**src/design/dep_pkg.sv**
```systemverilog
// constants for the dma enable / pause control block
// assumes one 20 MHz clock and a simple strobe register port
package dep_pkg;
  localparam int NUM_CH = 8;
  localparam logic [4:0] ADDR_GLOBAL = 5'h00;
  localparam logic [4:0] ADDR_CFGA_BASE = 5'h10;
  localparam logic [4:0] ADDR_CFGB_BASE = 5'h08;
  localparam int POS_GLOBAL_ENABLE = 31;
  localparam int POS_STOP_STATUS = 30;
  localparam int POS_PRIORITY_ROTATE = 28;
  localparam int POS_PAUSE_LO = 24;
  localparam int POS_CH_ENABLE = 31;
  localparam int POS_CH_PAUSE = 30;
  localparam int POS_SOFT_TRIGGER = 29;
  localparam int POS_REPEAT_ENABLE = 0;
  localparam int POS_MODE_LO = 28;
  localparam logic [1:0] MODE_BLOCK = 2'h0;
  localparam logic [1:0] MODE_BURST = 2'h1;
  localparam logic [1:0] MODE_DEMAND = 2'h2;
  localparam logic [31:0] GLOBAL_RESET = 32'h0000_0000;
  localparam logic [31:0] CFGA_RESET = 32'h0000_0000;
  localparam logic [31:0] CFGB_RESET = 32'h0000_0000;
  localparam logic [31:0] UNMAPPED_READ = 32'h0000_0000;
  typedef enum logic [1:0] {
    CH_IDLE = 2'b00,
    CH_WAIT = 2'b01,
    CH_XFER = 2'b11,
    CH_PAUSE = 2'b10
  } dep_ch_state_t;
endpackage

```
**src/design/dep_control.sv**
```systemverilog
// global and per-channel enable, pause, stop status and priority for eight dma channels
// assumes request, grant-done inputs synchronous to clk_sys; register reads answer a cycle later
// How it works
// - global enable zero blocks all channels and stops active ones; resets zero
// - global enable one lets each channel run by its own settings
// - stop status sets once global enable is zero and no channel is transferring or paused
// - stop status sets once pause field nonzero and all transfers are paused
// - stop status clears when enabled and pause field is zero
// - software writes to stop status change nothing
// - rotate bit zero gives fixed priority, channel 0 highest
// - rotate bit one gives rotating priority among channels
// - nonzero pause field pauses transferring channels; zero resumes; resets zero
// - paused channel ignores transfer requests while paused
// - block or burst pause release resumes the transfer at once; the next grant waits for the request to drop
// - channel enable arms wait for trigger, only while globally enabled
// - completion clears channel enable unless repeat enable is set
// - channel enable zero keeps channel idle and stops an active transfer
// - channel pause bit pauses a transferring channel; clearing resumes
// - completion clears the channel pause bit
// - global stop ends transfers and resets state; global pause keeps configuration
// - channel stop resets its state; channel pause keeps its configuration
// - global disable leaves channel enable bits set
// - forced stop out of transfer raises an unsuccessful-completion pulse
`timescale 1ns/10ps
module dep_control
  import dep_pkg::*;
(
  input wire logic clk_sys,
  input wire logic srst,
  input wire logic [4:0] regAddr,
  input wire logic [31:0] regWrData,
  input wire logic regWrStb,
  input wire logic regRdStb,
  output logic [31:0] regRdData,
  input wire logic [dep_pkg::NUM_CH-1:0] xferReq,
  input wire logic [dep_pkg::NUM_CH-1:0] xferDone,
  output logic [dep_pkg::NUM_CH-1:0] grant,
  output logic [dep_pkg::NUM_CH-1:0] chActive,
  output logic [dep_pkg::NUM_CH-1:0] abortPulse,
  output logic [dep_pkg::NUM_CH-1:0] donePulse
);
  import dep_pkg::*;

  logic [31:0] globalReg;
  logic [31:0] cfgaReg [NUM_CH];
  logic [31:0] cfgbReg [NUM_CH];
  dep_ch_state_t chState [NUM_CH];
  logic [NUM_CH-1:0] xferring;
  logic [NUM_CH-1:0] pausedNow;
  logic [NUM_CH-1:0] eligible;
  logic [NUM_CH-1:0] grant_next;
  logic [2:0] lastGrant_reg;
  logic [NUM_CH-1:0] needNewReq_reg;
  logic [NUM_CH-1:0] abort_next;
  logic [NUM_CH-1:0] done_next;
  logic [31:0] rd_next;
  logic globalEnable;
  logic globalPaused;
  logic wrGlobal;
  logic [NUM_CH-1:0] wrCfga;
  logic [NUM_CH-1:0] wrCfgb;

  function automatic logic isChAddr(input logic [4:0] a, input logic [4:0] base,
                                    input int ch);
    return a == (base + 5'(ch));
  endfunction

  assign globalEnable = globalReg[POS_GLOBAL_ENABLE];
  assign globalPaused = |globalReg[POS_PAUSE_LO+3:POS_PAUSE_LO];
  assign wrGlobal = regWrStb && (regAddr == ADDR_GLOBAL);

  always_comb begin
    for (int i = 0; i < NUM_CH; i++) begin
      wrCfga[i] = regWrStb && isChAddr(regAddr, ADDR_CFGA_BASE, i);
      wrCfgb[i] = regWrStb && isChAddr(regAddr, ADDR_CFGB_BASE, i);
      xferring[i] = (chState[i] == CH_XFER);
      pausedNow[i] = (chState[i] == CH_PAUSE);
    end
  end

  // global register; stop status is owned by hardware so cpu data for it is dropped
  always_ff @(posedge clk_sys) begin
    if (srst) begin
      globalReg <= GLOBAL_RESET;
    end else begin
      logic [31:0] g;
      logic stopFlag;
      g = wrGlobal ? regWrData : globalReg;
      stopFlag = globalReg[POS_STOP_STATUS];
      if (g[POS_GLOBAL_ENABLE] && (g[POS_PAUSE_LO+3:POS_PAUSE_LO] == 4'h0)) begin
        stopFlag = 1'b0;
      end else if (!globalEnable && (xferring == '0) && (pausedNow == '0)) begin
        stopFlag = 1'b1;
      end else if (globalPaused && (xferring == '0)) begin
        stopFlag = 1'b1;
      end
      g[POS_STOP_STATUS] = stopFlag;
      globalReg <= g;
    end
  end

  // channel config b holds repeat enable and mode; only written by software
  always_ff @(posedge clk_sys) begin
    if (srst) begin
      for (int i = 0; i < NUM_CH; i++) cfgbReg[i] <= CFGB_RESET;
    end else begin
      for (int i = 0; i < NUM_CH; i++) begin
        if (wrCfgb[i]) cfgbReg[i] <= regWrData;
      end
    end
  end

  // channel config a: software writes, hardware clears pause, trigger and, without repeat, enable on completion
  always_ff @(posedge clk_sys) begin
    if (srst) begin
      for (int i = 0; i < NUM_CH; i++) cfgaReg[i] <= CFGA_RESET;
    end else begin
      for (int i = 0; i < NUM_CH; i++) begin
        logic [31:0] a;
        a = wrCfga[i] ? regWrData : cfgaReg[i];
        // completion wins over a simultaneous software write of these bits
        if (done_next[i]) begin
          if (!cfgbReg[i][POS_REPEAT_ENABLE]) a[POS_CH_ENABLE] = 1'b0;
          a[POS_CH_PAUSE] = 1'b0;
          a[POS_SOFT_TRIGGER] = 1'b0;
        end
        // global disable does not touch channel enable bits
        cfgaReg[i] <= a;
      end
    end
  end

  // arbitration: pick one eligible requester per cycle
  always_comb begin
    logic found;
    int idx;
    idx = 0;
    found = 1'b0;
    grant_next = '0;
    for (int i = 0; i < NUM_CH; i++) begin
      // only a waiting channel competes; a running one must not be granted again
      eligible[i] = (chState[i] == CH_WAIT)
                    && (xferReq[i] || cfgaReg[i][POS_SOFT_TRIGGER])
                    && !needNewReq_reg[i];
    end
    for (int k = 0; k < NUM_CH; k++) begin
      if (globalReg[POS_PRIORITY_ROTATE]) begin
        idx = (int'(lastGrant_reg) + 1 + k) % NUM_CH;
      end else begin
        idx = k;
      end
      if (!found && eligible[idx]) begin
        grant_next[idx] = 1'b1;
        found = 1'b1;
      end
    end
  end

  always_ff @(posedge clk_sys) begin
    if (srst) begin
      lastGrant_reg <= 3'h0;
    end else begin
      for (int i = 0; i < NUM_CH; i++) begin
        if (grant_next[i]) lastGrant_reg <= 3'(i);
      end
    end
  end

  // per-channel state machine
  always_comb begin
    for (int i = 0; i < NUM_CH; i++) begin
      abort_next[i] = 1'b0;
      done_next[i] = 1'b0;
      if (xferring[i] || pausedNow[i]) begin
        if (!globalEnable || !cfgaReg[i][POS_CH_ENABLE]) begin
          abort_next[i] = xferring[i];
        end else if (xferring[i] && xferDone[i]) begin
          done_next[i] = 1'b1;
        end
      end
    end
  end

  always_ff @(posedge clk_sys) begin
    if (srst) begin
      for (int i = 0; i < NUM_CH; i++) chState[i] <= CH_IDLE;
      needNewReq_reg <= '0;
    end else begin
      for (int i = 0; i < NUM_CH; i++) begin
        logic en;
        logic hold;
        logic blockLike;
        en = globalEnable && cfgaReg[i][POS_CH_ENABLE];
        hold = globalPaused || cfgaReg[i][POS_CH_PAUSE];
        blockLike = (cfgbReg[i][POS_MODE_LO+1:POS_MODE_LO] == MODE_BLOCK)
                    || (cfgbReg[i][POS_MODE_LO+1:POS_MODE_LO] == MODE_BURST);
        if (!en) begin
          chState[i] <= CH_IDLE;
          needNewReq_reg[i] <= 1'b0;
        end else begin
          case (chState[i])
            CH_IDLE: chState[i] <= CH_WAIT;
            CH_WAIT: begin
              if (grant_next[i]) chState[i] <= CH_XFER;
            end
            CH_XFER: begin
              if (xferDone[i]) begin
                chState[i] <= cfgbReg[i][POS_REPEAT_ENABLE] ? CH_WAIT : CH_IDLE;
              end else if (hold) begin
                chState[i] <= CH_PAUSE;
              end
            end
            CH_PAUSE: begin
              if (!hold) begin
                chState[i] <= CH_XFER;
                needNewReq_reg[i] <= blockLike;
              end
            end
            default: chState[i] <= CH_IDLE;
          endcase
          if (needNewReq_reg[i] && !xferReq[i] && chState[i] == CH_XFER) begin
            needNewReq_reg[i] <= 1'b0;
          end
        end
      end
    end
  end

  always_ff @(posedge clk_sys) begin
    if (srst) begin
      grant <= '0;
      abortPulse <= '0;
      donePulse <= '0;
      chActive <= '0;
    end else begin
      grant <= grant_next & ~(xferring & {NUM_CH{globalPaused}});
      abortPulse <= abort_next;
      donePulse <= done_next;
      chActive <= xferring;
    end
  end

  // read port
  always_comb begin
    rd_next = UNMAPPED_READ;
    if (regAddr == ADDR_GLOBAL) rd_next = globalReg;
    for (int i = 0; i < NUM_CH; i++) begin
      if (isChAddr(regAddr, ADDR_CFGA_BASE, i)) rd_next = cfgaReg[i];
      if (isChAddr(regAddr, ADDR_CFGB_BASE, i)) rd_next = cfgbReg[i];
    end
  end

  always_ff @(posedge clk_sys) begin
    if (srst) begin
      regRdData <= UNMAPPED_READ;
    end else if (regRdStb) begin
      regRdData <= rd_next;
    end else begin
      regRdData <= UNMAPPED_READ;
    end
  end
endmodule // dep_control

```
**config.mk**
```make
export PLATFORM = sky130hd
export DESIGN_NAME = dep_control
export DESIGN_NICKNAME = d
export VERILOG_FILES = /design/src/design/dep_pkg.sv /design/src/design/dep_control.sv
export SDC_FILE = /design/constraint.sdc
export NUM_CORES = 1
export LEC_CHECK = 0
export ABC_AREA = 1
export BUFFER_PORTS_ARGS = -buffer_cell sky130_fd_sc_hd__clkbuf_2
export CAP_MARGIN = 10
export CORE_MARGIN = 3
export CORE_UTILIZATION = 55
export CTS_CLUSTER_DIAMETER = 80
export DETAILED_ROUTE_END_ITERATION = 6
export PLACE_DENSITY = 0.72
export SLEW_MARGIN = 20
export SYNTH_ARGS = -nofsm -noshare
export SYNTH_HDL_FRONTEND = slang
export SYNTH_SLANG_ARGS = --single-unit
```
**constraint.sdc**
```tcl
create_clock -name clk_sys -period 11.2 [get_ports clk_sys]
set_input_delay 2.24 -clock clk_sys [delete_from_list [all_inputs] [get_ports clk_sys]]
set_output_delay 2.24 -clock clk_sys [all_outputs]
set_load 0.02 [all_outputs]
```
==> impl_results.md <==
* RSZ-0062 raised after global routing: no
* Drt pass-1 iters at 7
* CP Class: primary input to flip-flop
* Mapped Cells at 3238
* Met3 WL at 9580 um
* Leakage at 11.6 nW
* Adder-cell area share of the yosys netlist at 0.0927%
* Crit path DAT at 5330 ps
* Critical path endpoint category: flip-flop
* Critical path peak fanout at 33
* Max Slew Vio Count at 0
* Reg-to-Reg Start: lastGrant_reg[0]$_SDFFE_PP0P_
* Synth warn at 0
* Total power at 5.07 mW
* Power Dens Cells at 166 mW/mm^2
* CTS Sinks at 635
* Wl on met1 at 33900 um
* CTS tree: yes
* GPL Wtd Cong at 0.946
* Hold_sp: cfgaReg[1][107]$_SDFFE_PP0P_
* H-tree Lvls at 3
* Post-CTS Setup Bufs at 0
* Power share of the combinational group at 5.4%
* Simple-gate area share of the yosys netlist at 22.8%
* Initial antenna violation count at 1
* FP Rows at 80
* Largest net degree at the start of global routing at 132
* DRT antenna net count at 0
* EDFF count, synth at 272
* Die area at 0.0518 sq mm
* Mean Syn Cell Area at 8.34 sq um
* Worst slew pin tran at 1040 ps
* Clk_lat worst skew at 610 ps
* Seq cells post-synth at 635
* Vias in the first global route at 23272
* Final net count at 3351
* CTS clk-pin slew, worst paths at 60 ps
* Final routed DRC violation total at 0
* TritonCTS buffer count at 68
* DR vias at 24287
* Deepest clock path buffer count at 3
* HPWL after DPL at 55000 um
* Fraction of layout cells with a size suffix above 1 at 9.75%
* Tmin final at 5070 ps
* PostCTS Resize Cnt at 0
* Data required, critical path at 11460 ps
* Slew HR at 30.1%
* Run status: finished, final reports clean
* Top flop regs: cfgaReg: 256 flops, cfgbReg: 256 flops
* Final Hold Vio Count at 0
* Switching pwr at 1.16 mW
* Die Y at 228 um
* Flop pwr share at 49.8%
* Most used DFF post-synth: dfxtp_1
* Reg2reg end: chState[0][0]$_SDFFCE_PN0P_
* Core Area at 0.0481 sq mm
* DR iter-0 viols at 3056
* Internal power at 3.91 mW
* Vias per cell at 6.07
* Area Overhead vs Synth at 12.8%
* Boundary Pins at 121
* Starting Density at 56.1%
* Chip width at 228 um
* GRT overflow at 0
* Routed WL per cell at 22.3 um
* Ys async rst share at 0%
* Main combinational cell family by area after synthesis: simple AND/OR/NAND/NOR gates
* Total Routing Usage GR at 34.3%
* R2r worst-path depth at 17
* Setup TNS at 0 ps
* Achievable clock frequency at 197 MHz
* R2r setup slk at 7050 ps
* Synth cell types at 39
* Post-synthesis compound-gate area fraction at 13.6%
* Worst Skew at 16.6 ps
* Highest metal used: met5
* Crit start category: primary input
* First-pass GRT wire length at 135000 um
* Multiplexer share of the synthesized area at 0.185%
* Clk pwr share at 44.8%
* CTS Hold Bufs at 0
* Hold path cells at 2
* Final period utilization at 45.3%
* Commonest non-fill, non-tap cells in the layout: nand2_1, nor2_1, dfxtp_1
* Commonest non-fill, non-tap cell in the layout: nand2_1
* CTS root buf: clkbuf_16
* Max rail drop VDD at 115 uV
* Mapped Area at 0.0270 sq mm
* Switch share at 22.8%
* Port buffer count at 120
* DR WL met2 at 40800 um
* Synth Area in XOR/XNOR at 0%
* Register area share after synthesis at 57.2%
* # setup viols final at 0
* Syn Nets at 3297
* Core Util, Final at 63.2%
* Tightest Hold Check Type: flip-flop to flip-flop
* WHS Endpoint: cfgaReg[1][107]$_SDFFE_PP0P_
* WL final at 89100 um
* MaxCap Viol Count at 0
## Yosys cell counts (14+ instances only)
cell type | instances | area (sq um)
a21oi_1 | 356 | 1780
nor2_1 | 550 | 2060
nand4_1 | 100 | 626
buf_1 | 19 | 71.3
o21ai_0 | 254 | 1270
o2111ai_1 | 32 | 280
inv_1 | 244 | 916
nand3_1 | 149 | 746
edfxtp_1 | 272 | 8170
dfxtp_1 | 363 | 7270
nand2_1 | 613 | 2300
nor3_1 | 22 | 110
clkbuf_1 | 157 | 589
a211oi_1 | 14 | 105
## per-stage QoR
step	std cells	hold slack (ps)	setup slack [ps]	instance area (sq um)
after floorplan	3238	420	5670	27000
after global placement	3877	440	5190	28200
after detailed placement	3878	446	5650	28200
after CTS	4000	454	6260	30400
after global routing	4000	465	6020	30400
final	4002	453	6130	30400
## layout make-up
type                    instances  area, sq um
diodes                          2         5.00
clock buffers                 107         2060
clock inverters                15          183
fillers                      4107        17700
inverters                     257          970
multi-input cells            2165        10000
flip-flops and latches        635        15400
well taps                     656          821
repair buffers                165          953
## worst max path at each step
stage                     slack (ps)                            end  depth (start not counted)  startpoint
after CTS                       6260   cfgbReg[1][32]$_SDFFCE_PN0P_                          9  regAddr[4]
after detailed placement        5650  cfgbReg[0][116]$_SDFFCE_PN0P_                          8  regAddr[4]
after global placement          5190  cfgbReg[0][112]$_SDFFCE_PN0P_                          8  regAddr[4]
final                           6130  cfgbReg[0][115]$_SDFFCE_PN0P_                          8  regAddr[4]
after global routing            6020       regRdData[28]$_SDFF_PP0_                          6        srst
after floorplan                 5670      cfgbReg[1][100]$_DFFE_PP_                          5  regAddr[4]
## routing by layer
metal  up-vias  global-route usage [%]
met5         -                       0
met1     11444                    45.4
met2      1522                    54.7
li1      10995                       -
met4         2                    16.8
met3       324                    6.47
## logic make-up (layout without fill, tap and decap cells)
family,after synthesis,count (layout)
and+or+nand+nor,1475,1475
AOI/OAI and AO/OA,683,683
other,0,2
muxes,5,5
DFF,635,635
buffers and inverters,438,544
adders and majority gates,2,2
## power by group through the flow
stage	combinational, mW	clock, mW	sequential [mW]
after floorplan	0.154	0	2.57
after global placement	0.262	0	2.57
after detailed placement	0.267	0	2.57
after CTS	0.268	2.28	2.52
after global routing	0.295	2.37	2.53
final	0.274	2.27	2.52
## critical path, stage by stage
cell      delay [ps]
clkbuf_2         110
clkinv_1         190
nand3_1          250
nor2_2           140
buf_4            460
nand2_2          610
nand2_1          810
buf_4            470
No activity file was read; power rests on OpenSTA's default activity.
